`config.mk`:
```
export PLATFORM = sky130hd
export DESIGN_NAME = phs_osc
export DESIGN_NICKNAME = d
export VERILOG_FILES = /design/src/phs_pkg.sv /design/src/phs_osc.sv
export SDC_FILE = /design/constraint.sdc
export NUM_CORES = 1
export LEC_CHECK = 0
export BUFFER_PORTS_ARGS = -buffer_cell sky130_fd_sc_hd__buf_2
export CELL_PAD_IN_SITES_DETAIL_PLACEMENT = 1
export CELL_PAD_IN_SITES_GLOBAL_PLACEMENT = 1
export CORE_AREA = 2 2 107 109
export CTS_BUF_LIST = sky130_fd_sc_hd__clkbuf_4
export DETAILED_ROUTE_END_ITERATION = 16
export DIE_AREA = 0 0 109 111
export GPL_ROUTABILITY_DRIVEN = 0
export PLACE_DENSITY_LB_ADDON = 0.08
export SLEW_MARGIN = 10
export SYNTH_ARGS = -nofsm -noshare
export SYNTH_HDL_FRONTEND = slang
export SYNTH_SLANG_ARGS = --single-unit
```
`constraint.sdc`:
```
create_clock -name clk_i -period 9.5 [get_ports clk_i]
set_input_delay 1.425 -clock clk_i [delete_from_list [all_inputs] [get_ports clk_i]]
set_output_delay 1.425 -clock clk_i [all_outputs]
set_load 0.01 [all_outputs]
```
`src/phs_pkg.sv`:
```
`default_nettype none
package phs_pkg;
  // ****************************************************************
  // Register word addresses (byte addresses, one word each)
  // ****************************************************************
  localparam logic [7:0] ADDR_ACC_LOW = 8'h00;
  localparam logic [7:0] ADDR_ACC_HIGH = 8'h04;
  localparam logic [7:0] ADDR_ACC_UPPER = 8'h08;
  localparam logic [7:0] ADDR_INC_LOW = 8'h0C;
  localparam logic [7:0] ADDR_INC_HIGH = 8'h10;
  localparam logic [7:0] ADDR_CLK_CTRL = 8'h14;
  localparam logic [7:0] ADDR_CTRL = 8'h18;

  // ****************************************************************
  // Widths and reset values
  // ****************************************************************
  localparam int ACC_W = 20;
  localparam int INC_W = 16;
  localparam logic [ACC_W-1:0] ACC_RESET = 20'h0_0000;
  localparam logic [7:0] INC_LOW_RESET = 8'h01;
  localparam logic [7:0] INC_HIGH_RESET = 8'h00;

  // ****************************************************************
  // Control register fields
  // ****************************************************************
  localparam int CTRL_EN_BIT = 7;
  localparam int CTRL_OE_BIT = 6;
  localparam int CTRL_OUT_BIT = 5;
  localparam int CTRL_POL_BIT = 4;
  localparam int CTRL_PFM_BIT = 0;
  localparam int CLK_PWS_LSB = 5;
  localparam int CLK_CKS_LSB = 0;

  // Clock source selection codes
  typedef enum logic [1:0] {
    CKS_FAST_OSC = 2'b00,
    CKS_SYSTEM = 2'b01,
    CKS_LOGIC_CELL = 2'b10,
    CKS_EXT_PIN = 2'b11
  } phs_cks_type;
endpackage
`default_nettype wire

```
`src/phs_osc.sv`:
```
// Notes on behaviour
// - Twenty-bit accumulator read and written as three byte registers.
// - Upper accumulator byte bits 7 to 4 read zero, writes ignored.
// - Sixteen-bit phase increment writable as low and high bytes; the high byte reads back from its hold register.
// - Increment resets to one: only low byte bit 0 set.
// - Accumulator resets to zero after every reset source.
// - Polarity bit set inverts output; clear passes it unchanged.
// - Pulse mode pulse lasts two to the code oscillator clock periods.
// - Clock field selects fast oscillator, system clock, logic cell, pin.
// - Oscillator runs from its own source, independent of CPU sleep.
//
// The Wishbone slave port and the placing of the registers were decided locally.
`timescale 1ns/1ps
`default_nettype none
module phs_osc (
  input wire logic clk_i, // System clock, 250 MHz
  input wire logic rst_i, // Synchronous reset, active high
  input wire logic cyc_i, // Wishbone cycle
  input wire logic stb_i, // Wishbone strobe
  input wire logic we_i, // Wishbone write enable
  input wire logic [7:0] adr_i, // Wishbone byte address
  input wire logic [3:0] sel_i, // Wishbone byte selects
  input wire logic [31:0] dat_i, // Wishbone write data
  output logic [31:0] dat_o, // Wishbone read data
  output logic ack_o, // Wishbone acknowledge
  input wire logic fast_osc_i, // Fast internal oscillator
  input wire logic logic_cell_i, // Logic cell output
  input wire logic ext_clk_i, // External clock pin
  output logic out_o, // Oscillator output after polarity
  output logic out_oe_o // Output pin enable
);
  localparam int NSRC = 3;

  logic [phs_pkg::ACC_W-1:0] acc;
  logic [7:0] inc_low;
  logic [7:0] inc_high;
  logic [7:0] inc_high_hold;
  logic en;
  logic oe;
  logic pol;
  logic pfm;
  logic [2:0] pws;
  logic [1:0] cks;
  logic raw;
  logic [7:0] pulse_cnt;
  logic [NSRC-1:0] src_pin;
  logic [NSRC-1:0] src_edge;
  logic tick;
  logic ovf;
  logic [phs_pkg::ACC_W:0] sum;
  logic req;
  logic wr;
  logic [31:0] next_dat;
  logic acc_wr;

  assign req = cyc_i & stb_i & ~ack_o;
  assign wr = req & we_i & sel_i[0];
  assign src_pin = {ext_clk_i, logic_cell_i, fast_osc_i};

  // ****************************************************************
  // Clock source synchronisers
  // ****************************************************************
  // Three stages; an edge counts once stages two and three agree high
  // after a settled low, so a glitch caught by stage one is ignored.
  for (genvar g = 0; g < NSRC; g++) begin : g_src
    logic s1;
    logic s2;
    logic s3;
    logic settled;
    always_ff @(posedge clk_i) begin
      if (rst_i) begin
        s1 <= 1'b0;
        s2 <= 1'b0;
        s3 <= 1'b0;
        settled <= 1'b0;
      end else begin
        s1 <= src_pin[g];
        s2 <= s1;
        s3 <= s2;
        if (s2 == s3) begin
          settled <= s3;
        end
      end
    end
    assign src_edge[g] = s2 & s3 & ~settled;
  end

  // ****************************************************************
  // Tick selection and accumulator sum
  // ****************************************************************
  // source select decode
  // tick comes only from the chosen source, not from CPU state
  always_comb begin
    case (phs_pkg::phs_cks_type'(cks))
      phs_pkg::CKS_FAST_OSC: tick = src_edge[0];
      phs_pkg::CKS_SYSTEM: tick = 1'b1;
      phs_pkg::CKS_LOGIC_CELL: tick = src_edge[1];
      default: tick = src_edge[2];
    endcase
  end

  assign sum = {1'b0, acc} + {5'h0_0, inc_high, inc_low};
  assign ovf = en & tick & sum[phs_pkg::ACC_W];
  assign acc_wr = wr & ((adr_i == phs_pkg::ADDR_ACC_LOW) |
                        (adr_i == phs_pkg::ADDR_ACC_HIGH) |
                        (adr_i == phs_pkg::ADDR_ACC_UPPER));

  // ****************************************************************
  // Phase accumulator
  // ****************************************************************
  // Software write wins over the running add in the same cycle.
  always_ff @(posedge clk_i) begin
    if (rst_i) begin
      acc <= phs_pkg::ACC_RESET;
    end else if (wr && adr_i == phs_pkg::ADDR_ACC_LOW) begin
      acc[7:0] <= dat_i[7:0];
    end else if (wr && adr_i == phs_pkg::ADDR_ACC_HIGH) begin
      acc[15:8] <= dat_i[7:0];
    end else if (wr && adr_i == phs_pkg::ADDR_ACC_UPPER) begin
      // bits 7 to 4 of the data are dropped
      acc[19:16] <= dat_i[3:0];
    end else if (en && tick) begin
      acc <= sum[phs_pkg::ACC_W-1:0];
    end
  end

  // ****************************************************************
  // Phase increment
  // ****************************************************************
  // High byte waits in a hold register and both bytes take effect on
  // the low-byte write, so the adder never sees a half-updated value.
  always_ff @(posedge clk_i) begin
    if (rst_i) begin
      inc_low <= phs_pkg::INC_LOW_RESET;
      inc_high <= phs_pkg::INC_HIGH_RESET;
      inc_high_hold <= phs_pkg::INC_HIGH_RESET;
    end else if (wr && adr_i == phs_pkg::ADDR_INC_HIGH) begin
      // high byte first, held until low byte
      inc_high_hold <= dat_i[7:0];
    end else if (wr && adr_i == phs_pkg::ADDR_INC_LOW) begin
      // low write commits the full value
      inc_low <= dat_i[7:0];
      inc_high <= inc_high_hold;
    end
  end

  // ****************************************************************
  // Control registers
  // ****************************************************************
  always_ff @(posedge clk_i) begin
    if (rst_i) begin
      en <= 1'b0;
      oe <= 1'b0;
      pol <= 1'b0;
      pfm <= 1'b0;
      pws <= 3'h0;
      cks <= 2'h0;
    end else if (wr && adr_i == phs_pkg::ADDR_CTRL) begin
      en <= dat_i[phs_pkg::CTRL_EN_BIT];
      oe <= dat_i[phs_pkg::CTRL_OE_BIT];
      pol <= dat_i[phs_pkg::CTRL_POL_BIT];
      pfm <= dat_i[phs_pkg::CTRL_PFM_BIT];
    end else if (wr && adr_i == phs_pkg::ADDR_CLK_CTRL) begin
      pws <= dat_i[phs_pkg::CLK_PWS_LSB +: 3];
      cks <= dat_i[phs_pkg::CLK_CKS_LSB +: 2];
    end
  end

  // ****************************************************************
  // Output waveform
  // ****************************************************************
  // A pulse longer than the overflow period restarts on each overflow.
  always_ff @(posedge clk_i) begin
    if (rst_i || !en) begin
      raw <= 1'b0;
      pulse_cnt <= 8'h00;
    end else if (ovf && !pfm) begin
      raw <= ~raw;
    end else if (ovf) begin
      // pulse lasts two to the code ticks
      raw <= 1'b1;
      pulse_cnt <= 8'((9'h001 << pws) - 9'h001);
    end else if (pfm && raw && tick) begin
      if (pulse_cnt == 8'h00) begin
        raw <= 1'b0;
      end else begin
        pulse_cnt <= pulse_cnt - 8'h01;
      end
    end
  end

  // polarity applied at the output
  // Registered so the pin never shows the XOR settling; costs one cycle.
  always_ff @(posedge clk_i) begin
    if (rst_i) begin
      out_o <= 1'b0;
    end else begin
      out_o <= raw ^ pol;
    end
  end
  assign out_oe_o = oe;

  // ****************************************************************
  // Wishbone read path and acknowledge
  // ****************************************************************
  // Unmapped addresses read zero; writes to them are dropped.
  always_comb begin
    next_dat = 32'h0000_0000;
    if (adr_i == phs_pkg::ADDR_ACC_LOW) begin
      next_dat[7:0] = acc[7:0];
    end else if (adr_i == phs_pkg::ADDR_ACC_HIGH) begin
      next_dat[7:0] = acc[15:8];
    end else if (adr_i == phs_pkg::ADDR_ACC_UPPER) begin
      next_dat[3:0] = acc[19:16];
    end else if (adr_i == phs_pkg::ADDR_INC_LOW) begin
      next_dat[7:0] = inc_low;
    end else if (adr_i == phs_pkg::ADDR_INC_HIGH) begin
      next_dat[7:0] = inc_high_hold;
    end else if (adr_i == phs_pkg::ADDR_CLK_CTRL) begin
      next_dat[phs_pkg::CLK_PWS_LSB +: 3] = pws;
      next_dat[phs_pkg::CLK_CKS_LSB +: 2] = cks;
    end else if (adr_i == phs_pkg::ADDR_CTRL) begin
      next_dat[phs_pkg::CTRL_EN_BIT] = en;
      next_dat[phs_pkg::CTRL_OE_BIT] = oe;
      next_dat[phs_pkg::CTRL_OUT_BIT] = out_o;
      next_dat[phs_pkg::CTRL_POL_BIT] = pol;
      next_dat[phs_pkg::CTRL_PFM_BIT] = pfm;
    end
  end

  // One wait state: answer in the cycle after the request is seen
  always_ff @(posedge clk_i) begin
    if (rst_i) begin
      ack_o <= 1'b0;
      dat_o <= 32'h0000_0000;
    end else begin
      ack_o <= req;
      dat_o <= req ? next_dat : 32'h0000_0000;
    end
  end
endmodule
`default_nettype wire

```
==> metrics.json, run 1 <==
{
  "clock-skew-final": {"value": 15.79, "unit": "ps"},
  "combinational_family_with_the_most_area_after_synthesis": {"value": "simple AND/OR/NAND/NOR gates"},
  "cts.repair_timing.setup_buffer_count": {"value": 0},
  "maxCapViolations": {"value": 0},
  "placementRows": {"value": 39},
  "floorplan.initialDensity": {"value": 0.4362},
  "cts-hold-fix-buffers": {"value": 0},
  "core_area": {"value": 11080, "unit": "um^2"},
  "critPathMaxFanout": {"value": 21},
  "synthToLayoutAreaGrowth": {"value": 5.231, "unit": "%"},
  "hp-start": {"value": "pulse_cnt[7]"},
  "n_fill_cell": {"value": 1385},
  "synth_mux_area_frac": {"value": 0.07121},
  "dieArea": {"value": 12100, "unit": "um^2"},
  "post-route-min-period": {"value": 4026, "unit": "ps"},
  "ioPinCount": {"value": 87},
  "ys.flop_type": {"value": "dfxtp_1"},
  "floorplan.die.height": {"value": 111, "unit": "um"},
  "clock_sinks": {"value": 84},
  "dieWidth": {"value": 109, "unit": "um"},
  "postSynthRegisterBits": {"value": 84},
  "final_cell_mix": {"value": "nand2_1 (92), dfxtp_1 (84), nor2_1 (64)"},
  "cts_resized": {"value": 0},
  "mappedNetlistArea": {"value": 4832, "unit": "um^2"},
  "multiInputGateArea": {"value": 2877, "unit": "um^2"},
  "drtAntennaViolNets": {"value": 0},
  "fin_nets": {"value": 676},
  "clock_insertion_delay_worst_skew": {"value": 470, "unit": "ps"},
  "hold_violations": {"value": 0},
  "post_drt_via_cell_ratio": {"value": 5.674},
  "mostFrequentLayoutCell": {"value": "nand2_1"},
  "grt_first_pass_wirelength": {"value": 22.11, "unit": "mm"},
  "timing.max_slew.rel_slack": {"value": 0.4255},
  "place.detailed.hpwl": {"value": 10.27, "unit": "mm"},
  "vdd_drop_max": {"value": 0.07349, "unit": "mV"},
  "drc_markers": {"value": 0},
  "power.static_leakage": {"value": 2.000, "unit": "nW"},
  "synth_sequential_area_ratio": {"value": 0.3480},
  "report.final.setup_viol": {"value": 0},
  "async_reset_ff_frac": {"value": 0},
  "timing.setup.critical_path_class": {"value": "flip-flop to flip-flop"},
  "critical-path-top-cell-by-count": {"value": "ha_1"},
  "worstSetupStartpointType": {"value": "flip-flop"},
  "initialDrtViolationCount": {"value": 192},
  "via_count_of_the_first_global_routing_pass": {"value": 4173},
  "worst_r2r_startpoint": {"value": "acc[0]"},
  "syn_area_per_cell": {"value": 8.176, "unit": "um^2"},
  "largest_net_degree_at_the_start_of_global_routing": {"value": 70},
  "fin_worst_hold_slack": {"value": 444.0, "unit": "ps"},
  "drt_wl_total": {"value": 13.97, "unit": "mm"},
  "tritoncts.num_buffers": {"value": 9},
  "power_density": {"value": 118.4, "unit": "nW/um^2"},
  "area.sequential": {"value": 1682, "unit": "um^2"},
  "setup.reg_to_reg.worst_slack": {"value": 5470, "unit": "ps"},
  "drt-wirelength-per-cell": {"value": 18.60, "unit": "um"},
  "synth_fa_ha_area_frac": {"value": 0.05593},
  "number_of_vias_in_the_routed_layout": {"value": 4261},
  "clk_pin_slew_worst_paths": {"value": 150, "unit": "ps"},
  "critical-path-slowest-cell": {"value": "ha_1"},
  "yosys.area_share.simple": {"value": 0.2317},
  "grt.overflow.total": {"value": 0},
  "hold_path.class": {"value": "flip-flop to flip-flop"},
  "period_utilization": {"value": 0.4238},
  "port_buffers": {"value": 35},
  "crit_chain": {"value": "ha_1, fa_1, a211oi_1, nor2_1, a31oi_1, a21boi_1, o2111ai_1, buf_4, mux2i_1, ha_1, xor2_1, o21ai_0, o21ai_1, a221oi_1"},
  "finalMaxSlewViolations": {"value": 0},
  "run_status": {"value": "complete, no violations"},
  "clock_tree.htree_level_count": {"value": 3},
  "timing.fmax": {"value": 248.4, "unit": "MHz"},
  "rsz_0062_raised_after_global_routing": {"value": "no"},
  "worst_setup_path_end_kind": {"value": "flip-flop"},
  "crit_start": {"value": "acc[0]"},
  "drtPass1Iterations": {"value": 5},
  "synth-compound-area-share": {"value": 0.1960},
  "drive_above_1_share": {"value": 0.1102},
  "globalRouteTotalUtil": {"value": 0.2407},
  "yosys_warnings": {"value": 0},
  "finalSetupTns": {"value": 0, "unit": "ps"},
  "max_slew.worst_pin.slew": {"value": 859.2, "unit": "ps"},
  "cts_tree": {"value": "yes"},
  "grt_antenna_before_repair": {"value": 0},
  "syn_inst": {"value": 591},
  "clock_tree.buffer_depth": {"value": 2},
  "antenna_cells_inserted": {"value": 0},
  "buffer_type_at_the_clock_tree_root": {"value": "clkbuf_4"},
  "synth_edf_count": {"value": 0},
  "synth_xor_area_frac": {"value": 0.02175},
  "critical_path_max_stage_delay": {"value": 460, "unit": "ps"},
  "synth.distinct_cells": {"value": 66},
  "timing.critical_path.required": {"value": 9870, "unit": "ps"},
  "critical_path_arrival": {"value": 4400, "unit": "ps"}
}
[state kept, by name (all words and copies together) (netlist names), 3 cells and up]
name,count
inc_high_hold,8
inc_high,8
pulse_cnt,8
g_src.s2,3
g_src.s3,3
acc,20
inc_low,8
g_src.s1,3
g_src.settled,3
pws,3
dat_o,8
[power by group]
group	leakage (nW)	total, mW	switching, mW	internal (mW)
Combinational	1.25	0.0300	0.0221	0.00789
Clock	0.0744	0.217	0.134	0.0833
Sequential	0.678	0.355	0.000766	0.354
Total	2.00	0.602	0.157	0.445
[area by class of cell]
type | count | share of cell area
Clock buffer | 10 | 0.01476
Clock inverter | 6 | 0.01255
Inverter | 5 | 0.003691
Multi-Input combinational cell | 466 | 0.5657
Sequential cell | 84 | 0.3307
Tap cell | 143 | 0.03519
Timing Repair Buffer | 37 | 0.03740
[critical path, delay by kind of cell (launching register included)]
kind	cells	cell delay (ps)
muxes	1	290
buffers and inverters	1	290
and+or+nand+nor	1	150
DFF	1	360
AOI/OAI and AO/OA	7	1540
xor gates and xnor gates	1	110
adders and majority gates	3	1160
[logic make-up (layout without fill, tap and decap cells)]
group	count (synthesis)	after routing
AOI/OAI and AO/OA	144	144
DFF	84	84
buffers and inverters	64	58
adders and majority gates	21	21
muxes	33	33
and+or+nand+nor	232	232
xor gates and xnor gates	12	12
other	1	24
[final timing paths]
kind | endpoint | depth (start not counted)
max | pulse_cnt[6] | 14
min reg2reg | pulse_cnt[7] | 2
max reg2reg | pulse_cnt[6] | 14
min | pulse_cnt[7] | 2
[synth_stat cells, types with 4 or more instances]
| cell | number | area share |
|---|---|---|
| nand2_1 | 92 | 0.071 |
| dfxtp_1 | 84 | 0.35 |
| nor2_1 | 64 | 0.050 |
| a21oi_1 | 43 | 0.045 |
| mux2i_1 | 31 | 0.064 |
| buf_4 | 25 | 0.039 |
| o21ai_0 | 25 | 0.026 |
| clkbuf_1 | 22 | 0.017 |
| ha_1 | 20 | 0.052 |
| nor2b_1 | 15 | 0.019 |
| nor3_1 | 14 | 0.015 |
| a211oi_1 | 13 | 0.020 |
| a21o_1 | 10 | 0.016 |
| a31oi_1 | 10 | 0.013 |
| and3_1 | 10 | 0.013 |
| xor2_1 | 7 | 0.013 |
| a22oi_1 | 6 | 0.0093 |
| buf_1 | 6 | 0.0047 |
| nand3_1 | 6 | 0.0062 |
| and2_1 | 5 | 0.0065 |
| inv_1 | 5 | 0.0039 |
| xnor2_1 | 5 | 0.0091 |
| a221oi_1 | 4 | 0.0072 |
| o21ai_1 | 4 | 0.0041 |
[stage by stage]
stage	cell area, um^2	cells	worst slack (ps)	utilization	total power, mW
after floorplan	4918	614	6088	-	0.3863
after global placement	4946	735	5437	0.4465	0.3921
after detailed placement	4946	735	5421	0.4465	0.3924
after CTS	5085	751	5449	0.4591	0.6107
after global routing	5085	751	5173	0.4591	0.6273
final	5085	751	5474	0.4591	0.6022
[routing by layer]
metal	GRT usage	share of wire
met5	0	0
met4	0.07692	0.017
met3	0.03704	0.045
met2	0.3689	0.45
met1	0.3445	0.49
Power figures use the tool's default switching activity.
==> run 2: changes to the inputs <==
--- a/config.mk
+++ b/config.mk
@@ -8,10 +8,10 @@
 export BUFFER_PORTS_ARGS = -buffer_cell sky130_fd_sc_hd__buf_2
 export CELL_PAD_IN_SITES_DETAIL_PLACEMENT = 1
 export CELL_PAD_IN_SITES_GLOBAL_PLACEMENT = 1
-export CORE_AREA = 2 2 107 109
+export CORE_AREA = 2 2 110 112
 export CTS_BUF_LIST = sky130_fd_sc_hd__clkbuf_4
 export DETAILED_ROUTE_END_ITERATION = 16
-export DIE_AREA = 0 0 109 111
+export DIE_AREA = 0 0 112 114
 export GPL_ROUTABILITY_DRIVEN = 0
 export PLACE_DENSITY_LB_ADDON = 0.08
 export SLEW_MARGIN = 10
==> constraint.sdc (replaced) <==
create_clock -name clk_i -period 4.2 [get_ports clk_i]
set_input_delay 0.63 -clock clk_i [delete_from_list [all_inputs] [get_ports clk_i]]
set_output_delay 0.63 -clock clk_i [all_outputs]
set_load 0.01 [all_outputs]
==> run 2 against run 1 <==
  * Power up 110%
  * First-iteration DRC count up 7.3%
  * Critical path depth down 1
  * Die area up 5.5%
  * Count of clock-buffer cells in the layout unchanged
  * Utilization down 2.4 points
  * Final cell count up 1.1%
  * Global-route usage down 1.0 points
  * Hold slack worse by 65 ps
  * Worst setup slack worse by 5000 ps
==> metrics.json, run 2 (synthesized netlist as in run 1, its figures left out) <==
{
  "run_status": {"value": "complete, no violations"},
  "mostFrequentLayoutCell": {"value": "nand2_1"},
  "drive_above_1_share": {"value": 0.1193},
  "clock-skew-final": {"value": 12.79, "unit": "ps"},
  "timing.fmax": {"value": 266.6, "unit": "MHz"},
  "floorplan.initialDensity": {"value": 0.4126},
  "max_slew.worst_pin.slew": {"value": 812.8, "unit": "ps"},
  "place.detailed.hpwl": {"value": 10.42, "unit": "mm"},
  "drtAntennaViolNets": {"value": 0},
  "worstSetupStartpointType": {"value": "flip-flop"},
  "clock_insertion_delay_worst_skew": {"value": 460, "unit": "ps"},
  "drc_markers": {"value": 0},
  "clk_pin_slew_worst_paths": {"value": 140, "unit": "ps"},
  "core_area": {"value": 11710, "unit": "um^2"},
  "clock_tree.buffer_depth": {"value": 2},
  "dieArea": {"value": 12770, "unit": "um^2"},
  "period_utilization": {"value": 0.8929},
  "hold_path.class": {"value": "input pin to flip-flop"},
  "post_drt_via_cell_ratio": {"value": 5.623},
  "placementRows": {"value": 40},
  "grt_antenna_before_repair": {"value": 0},
  "grt.overflow.total": {"value": 0},
  "drtPass1Iterations": {"value": 5},
  "critPathMaxFanout": {"value": 12},
  "hold_violations": {"value": 0},
  "synthToLayoutAreaGrowth": {"value": 5.541, "unit": "%"},
  "clock_sinks": {"value": 84},
  "largest_net_degree_at_the_start_of_global_routing": {"value": 58},
  "via_count_of_the_first_global_routing_pass": {"value": 4089},
  "timing.setup.critical_path_class": {"value": "flip-flop to flip-flop"},
  "tritoncts.num_buffers": {"value": 9},
  "fin_nets": {"value": 681},
  "power.static_leakage": {"value": 2.008, "unit": "nW"},
  "place_ws": {"value": 275.5, "unit": "ps"},
  "antenna_cells_inserted": {"value": 0},
  "dieWidth": {"value": 112, "unit": "um"},
  "drt_wl_total": {"value": 14.17, "unit": "mm"},
  "report.final.setup_viol": {"value": 0},
  "finalSetupTns": {"value": 0, "unit": "ps"},
  "grt_first_pass_wirelength": {"value": 22.85, "unit": "mm"},
  "number_of_vias_in_the_routed_layout": {"value": 4268},
  "timing.critical_path.required": {"value": 4580, "unit": "ps"},
  "globalRouteTotalUtil": {"value": 0.2303},
  "worst_setup_path_end_kind": {"value": "flip-flop"},
  "cts-hold-fix-buffers": {"value": 0},
  "final.setup.worst_slack": {"value": 449.7, "unit": "ps"},
  "buffer_type_at_the_clock_tree_root": {"value": "clkbuf_4"},
  "power_density": {"value": 252.4, "unit": "nW/um^2"},
  "post-route-min-period": {"value": 3750, "unit": "ps"},
  "rsz_0062_raised_after_global_routing": {"value": "no"},
  "cts_tree": {"value": "yes"},
  "top_register": {"value": "acc"},
  "largest_register_ff_count": {"value": 20},
  "critical_path_arrival": {"value": 4130, "unit": "ps"},
  "maxCapViolations": {"value": 0},
  "drt-wirelength-per-cell": {"value": 18.67, "unit": "um"},
  "final_cell_mix": {"value": "nand2_1 (92), dfxtp_1 (84), nor2_1 (64)"},
  "port_buffers": {"value": 35},
  "vdd_drop_max": {"value": 0.1544, "unit": "mV"},
  "ioPinCount": {"value": 87},
  "finalMaxSlewViolations": {"value": 0},
  "floorplan.die.height": {"value": 114, "unit": "um"},
  "initialDrtViolationCount": {"value": 206},
  "timing.max_slew.rel_slack": {"value": 0.4581},
  "clock_tree.htree_level_count": {"value": 3}
}
run 2: timing repair:
item | 4_1_cts | 5_1_grt
setup buffers | 0 | 0
setup endpoints to repair | 0 | 2
resized for setup | 0 | 1
run 2: layer usage:
| layer | global-route usage | share of wire | vias up |
|---|---|---|---|
| li1 | - | - | 2075 |
| met1 | 0.3434 | 0.50 | 2089 |
| met2 | 0.3463 | 0.44 | 90 |
| met3 | 0.03029 | 0.046 | 14 |
| met4 | 0.07317 | 0.012 | 0 |
| met5 | 0 | 0 | - |
run 2: worst paths after layout:
kind,cells past startpoint,startpoint,slack (ps),to
max,13,acc[0],450,pulse_cnt[6]
max reg2reg,13,acc[0],450,pulse_cnt[6]
min,2,fast_osc_i,380,g_src[0].s1
min reg2reg,1,g_src[2].s1,450,g_src[2].s2
run 2: cell type report:
class / instances / area (um^2)
Timing Repair Buffer: 42 / 227.7
Sequential cell: 84 / 1682
Clock inverter: 5 / 30.03
Inverter: 5 / 18.77
Multi-Input combinational cell: 466 / 2883
Clock buffer: 10 / 75.07
Fill cell: 1472 / 6611
Tap cell: 147 / 183.9
run 2: report_power, final:
part / leakage [nW] / switching, mW / internal [mW] / total (mW)
clock: 0.0580 / 0.293 / 0.122 / 0.415
combinational: 1.27 / 0.0505 / 0.0185 / 0.0690
sequential: 0.678 / 0.00180 / 0.801 / 0.803
total: 2.01 / 0.346 / 0.942 / 1.29
run 2: critical path, cell delays in order, from the launching register on:
cell	delay, ps
dfxtp_1	350
ha_1	250
fa_1	430
a211oi_1	260
nor2_1	160
a31oi_1	240
a21boi_1	160
o2111ai_2	350
mux2i_1	300
ha_1	450
xor2_1	120
o21ai_0	220
o21ai_1	90
a221oi_1	260
run 2: stage by stage:
| step | cells | hold slack [ps] | total power [mW] | instance area, um^2 | utilization |
|---|---|---|---|---|---|
| detailed placement | 744 | 431.9 | 0.8891 | 4989 | 0.4260 |
| floorplan | 614 | 412.1 | 0.8739 | 4918 | - |
| finish | 759 | 378.9 | 1.287 | 5100 | 0.4355 |
| global route | 759 | 367.8 | 1.343 | 5100 | 0.4355 |
| CTS | 759 | 350.5 | 1.301 | 5094 | 0.4349 |
| global placement | 744 | 415.5 | 0.8880 | 4989 | 0.4260 |
==> run 3: changes to the inputs <==
--- a/config.mk
+++ b/config.mk
@@ -5,15 +5,17 @@
 export SDC_FILE = /design/constraint.sdc
 export NUM_CORES = 1
 export LEC_CHECK = 0
+export ABC_AREA = 1
 export BUFFER_PORTS_ARGS = -buffer_cell sky130_fd_sc_hd__buf_2
 export CELL_PAD_IN_SITES_DETAIL_PLACEMENT = 1
 export CELL_PAD_IN_SITES_GLOBAL_PLACEMENT = 1
-export CORE_AREA = 2 2 110 112
+export CORE_AREA = 2 2 112 114
 export CTS_BUF_LIST = sky130_fd_sc_hd__clkbuf_4
 export DETAILED_ROUTE_END_ITERATION = 16
-export DIE_AREA = 0 0 112 114
+export DIE_AREA = 0 0 114 116
 export GPL_ROUTABILITY_DRIVEN = 0
 export PLACE_DENSITY_LB_ADDON = 0.08
+export REMOVE_ABC_BUFFERS = 1
 export SLEW_MARGIN = 10
 export SYNTH_ARGS = -nofsm -noshare
 export SYNTH_HDL_FRONTEND = slang
==> run 3 against run 2 <==
  * First-iteration DRC count increased by 17%
  * Via count increased by 13%
  * Sequential cell count unchanged
  * Clock skew increased by 5.1 ps
  * Synthesized cell count increased by 19%
  * Critical endpoint unchanged
  * Register-to-register slack improved by 830 ps
  * Fmax increased by 29%
==> metrics.json, run 3 <==
{
  "run_status": {"value": "complete, no violations"},
  "drt_wl_total": {"value": 15.65, "unit": "mm"},
  "clock_insertion_delay_worst_skew": {"value": 460, "unit": "ps"},
  "synth_xor_area_frac": {"value": 0.02469},
  "power_density": {"value": 264.2, "unit": "nW/um^2"},
  "floorplan.die.height": {"value": 116, "unit": "um"},
  "synth.distinct_cells": {"value": 47},
  "worstSetupStartpointType": {"value": "flip-flop"},
  "async_reset_ff_frac": {"value": 0},
  "clock_sinks": {"value": 84},
  "mostFrequentLayoutCell": {"value": "nand2_1"},
  "via_count_of_the_first_global_routing_pass": {"value": 4744},
  "hold_violations": {"value": 0},
  "drive_above_1_share": {"value": 0.1307},
  "maxCapViolations": {"value": 0},
  "timing.setup.critical_path_class": {"value": "flip-flop to flip-flop"},
  "n_fill_cell": {"value": 1583},
  "grt_first_pass_wirelength": {"value": 24.88, "unit": "mm"},
  "drtAntennaViolNets": {"value": 0},
  "drtPass1Iterations": {"value": 4},
  "cts_tree": {"value": "yes"},
  "floorplan.initialDensity": {"value": 0.4169},
  "worst_setup_path_end_kind": {"value": "flip-flop"},
  "synth_sequential_area_ratio": {"value": 0.3386},
  "globalRouteTotalUtil": {"value": 0.2462},
  "grt.overflow.total": {"value": 0},
  "clock_tree.htree_level_count": {"value": 3},
  "critical-path-top-cell-by-count": {"value": "nand2_1"},
  "placementRows": {"value": 40},
  "ioPinCount": {"value": 87},
  "syn_area_per_cell": {"value": 7.064, "unit": "um^2"},
  "critical_path_arrival": {"value": 3270, "unit": "ps"},
  "synth.top_cells.by_count": {"value": "nand2_1 (120), dfxtp_1 (84), inv_1 (76), a21oi_1 (74)"},
  "hold_path.class": {"value": "input pin to flip-flop"},
  "cell_family_with_most_cp_delay": {"value": "simple AND/OR/NAND/NOR gates"},
  "synth_fa_ha_area_frac": {"value": 0.05442},
  "finalMaxSlewViolations": {"value": 0},
  "combinational_family_with_the_most_area_after_synthesis": {"value": "simple AND/OR/NAND/NOR gates"},
  "timing.critical_path.required": {"value": 4550, "unit": "ps"},
  "largest_register_ff_count": {"value": 20},
  "max_slew.worst_pin.slew": {"value": 928.2, "unit": "ps"},
  "drc_markers": {"value": 0},
  "number_of_vias_in_the_routed_layout": {"value": 4813},
  "yosys.area_share.simple": {"value": 0.2530},
  "post-route-min-period": {"value": 2916, "unit": "ps"},
  "core_area": {"value": 11910, "unit": "um^2"},
  "fin_total_pwr": {"value": 1.409, "unit": "mW"},
  "yosys.area.top_type_share": {"value": 0.3386},
  "synth-compound-area-share": {"value": 0.2121},
  "final_cell_mix": {"value": "nand2_1 (120), dfxtp_1 (84), inv_1 (76)"},
  "clock_tree.buffer_depth": {"value": 2},
  "fin_area": {"value": 5334, "unit": "um^2"},
  "synth_mux_area_frac": {"value": 0},
  "cts_resized": {"value": 0},
  "synth_area_leaders": {"value": "dfxtp_1 (34%), nand2_1 (9.1%), a21oi_1 (7.5%)"},
  "yosys.area.top_type": {"value": "dfxtp_1"},
  "place.detailed.hpwl": {"value": 12.40, "unit": "mm"},
  "postSynthRegisterBits": {"value": 84},
  "initialDrtViolationCount": {"value": 242},
  "cts.repair_timing.setup_buffer_count": {"value": 0},
  "post-synth-top-count-cell": {"value": "nand2_1"},
  "dieArea": {"value": 13220, "unit": "um^2"},
  "tritoncts.num_buffers": {"value": 9},
  "dpl-instance-area": {"value": 5175, "unit": "um^2"},
  "dieWidth": {"value": 114, "unit": "um"},
  "clk_pin_slew_worst_paths": {"value": 140, "unit": "ps"},
  "mappedNetlistArea": {"value": 4966, "unit": "um^2"},
  "finalSetupTns": {"value": 0, "unit": "ps"},
  "power.static_leakage": {"value": 2.438, "unit": "nW"},
  "critPathMaxFanout": {"value": 15},
  "vdd_drop_max": {"value": 0.2171, "unit": "mV"},
  "ys.flop_type": {"value": "dfxtp_1"},
  "report.final.setup_viol": {"value": 0},
  "largest_net_degree_at_the_start_of_global_routing": {"value": 32},
  "critical_path_max_stage_delay": {"value": 400, "unit": "ps"},
  "antenna_cells_inserted": {"value": 0},
  "grt_antenna_before_repair": {"value": 0},
  "synth_edf_count": {"value": 0},
  "period_utilization": {"value": 0.6943},
  "post_drt_via_cell_ratio": {"value": 5.414},
  "cts-hold-fix-buffers": {"value": 0},
  "drt-wirelength-per-cell": {"value": 17.61, "unit": "um"},
  "port_buffers": {"value": 35},
  "synthToLayoutAreaGrowth": {"value": 7.407, "unit": "%"},
  "timing.fmax": {"value": 342.9, "unit": "MHz"},
  "buffer_type_at_the_clock_tree_root": {"value": "clkbuf_4"},
  "fin_nets": {"value": 810},
  "yosys_warnings": {"value": 0},
  "critical-path-slowest-cell": {"value": "fa_1"},
  "crit_chain": {"value": "ha_1, fa_1, nand2_1, nand2_1, nand3_1, nand2_2, nand2_2, nand2_4, nand2_4, nand2_1, nand2_1, ha_1, inv_1, nor2_2, nand3_2, nand2_1, inv_1, nor2_2, nor2_2"},
  "clock-skew-final": {"value": 17.87, "unit": "ps"},
  "top_register": {"value": "acc"},
  "timing.max_slew.rel_slack": {"value": 0.3789},
  "syn_inst": {"value": 703},
  "rsz_0062_raised_after_global_routing": {"value": "no"},
  "critical_path.n_buffers_inverters": {"value": 2}
}
-- run 3: cell type report --
| class | count | area [um^2] | share of cell area |
|---|---|---|---|
| sequential | 84 | 1682 | 0.3153 |
| clock inverter | 5 | 76.32 | 0.01431 |
| clock buffer | 11 | 82.58 | 0.01548 |
| tap | 147 | 183.9 | 0.03448 |
| multi-input combinational | 518 | 2793 | 0.5236 |
| timing repair buffer | 37 | 190.2 | 0.03566 |
| inverter | 87 | 326.6 | 0.06122 |
-- run 3: final timing paths --
| path | startpoint | to | depth (start not counted) | slack (ps) |
|---|---|---|---|---|
| worst max-delay path | acc[0] | pulse_cnt[6] | 19 | 1280 |
| worst min-delay path | fast_osc_i | g_src[0].s1 | 3 | 370 |
| worst max register to register | acc[0] | pulse_cnt[6] | 19 | 1280 |
| worst min register to register | g_src[1].s1 | g_src[1].s2 | 2 | 410 |
-- run 3: logic make-up after synthesis --
family | after synthesis
xor+xnor | 14
other cells | 1
compound gates | 189
simple gates | 270
flops | 84
buf+inv | 124
fa+ha+maj | 21
-- run 3: tightest hold or removal path, delay by kind of cell --
| kind | cells | cell delay (ps) |
|---|---|---|
| buffers and inverters | 2 | 140 |
| and+or+nand+nor | 1 | 30 |
-- run 3: metrics by stage --
step           std cells  hold slack (ps)  utilization  worst slack, ps
2_1_floorplan        689            388.3            -             1713
3_3_place_gp         873            390.4       0.4345             1390
3_5_place_dp         873            401.4       0.4345             1309
4_1_cts              889            328.3       0.4478             1286
5_1_grt              889            343.2       0.4478             1035
6_report             889            371.5       0.4478             1284
-- run 3: per-layer routing --
layer / wire length, um / track usage / up-vias
li1: - / - / 2366
met2: 6989 / 0.3964 / 148
met5: 0 / 0 / -
met4: 310 / 0.06992 / 0
met3: 889 / 0.05021 / 22
met1: 7465 / 0.3362 / 2277
-- run 3: where the power goes --
group	total, mW	switching (mW)	internal [mW]
registers	0.804	0.00203	0.802
clock network	0.537	0.285	0.252
logic	0.0681	0.0514	0.0168
total	1.41	0.338	1.07
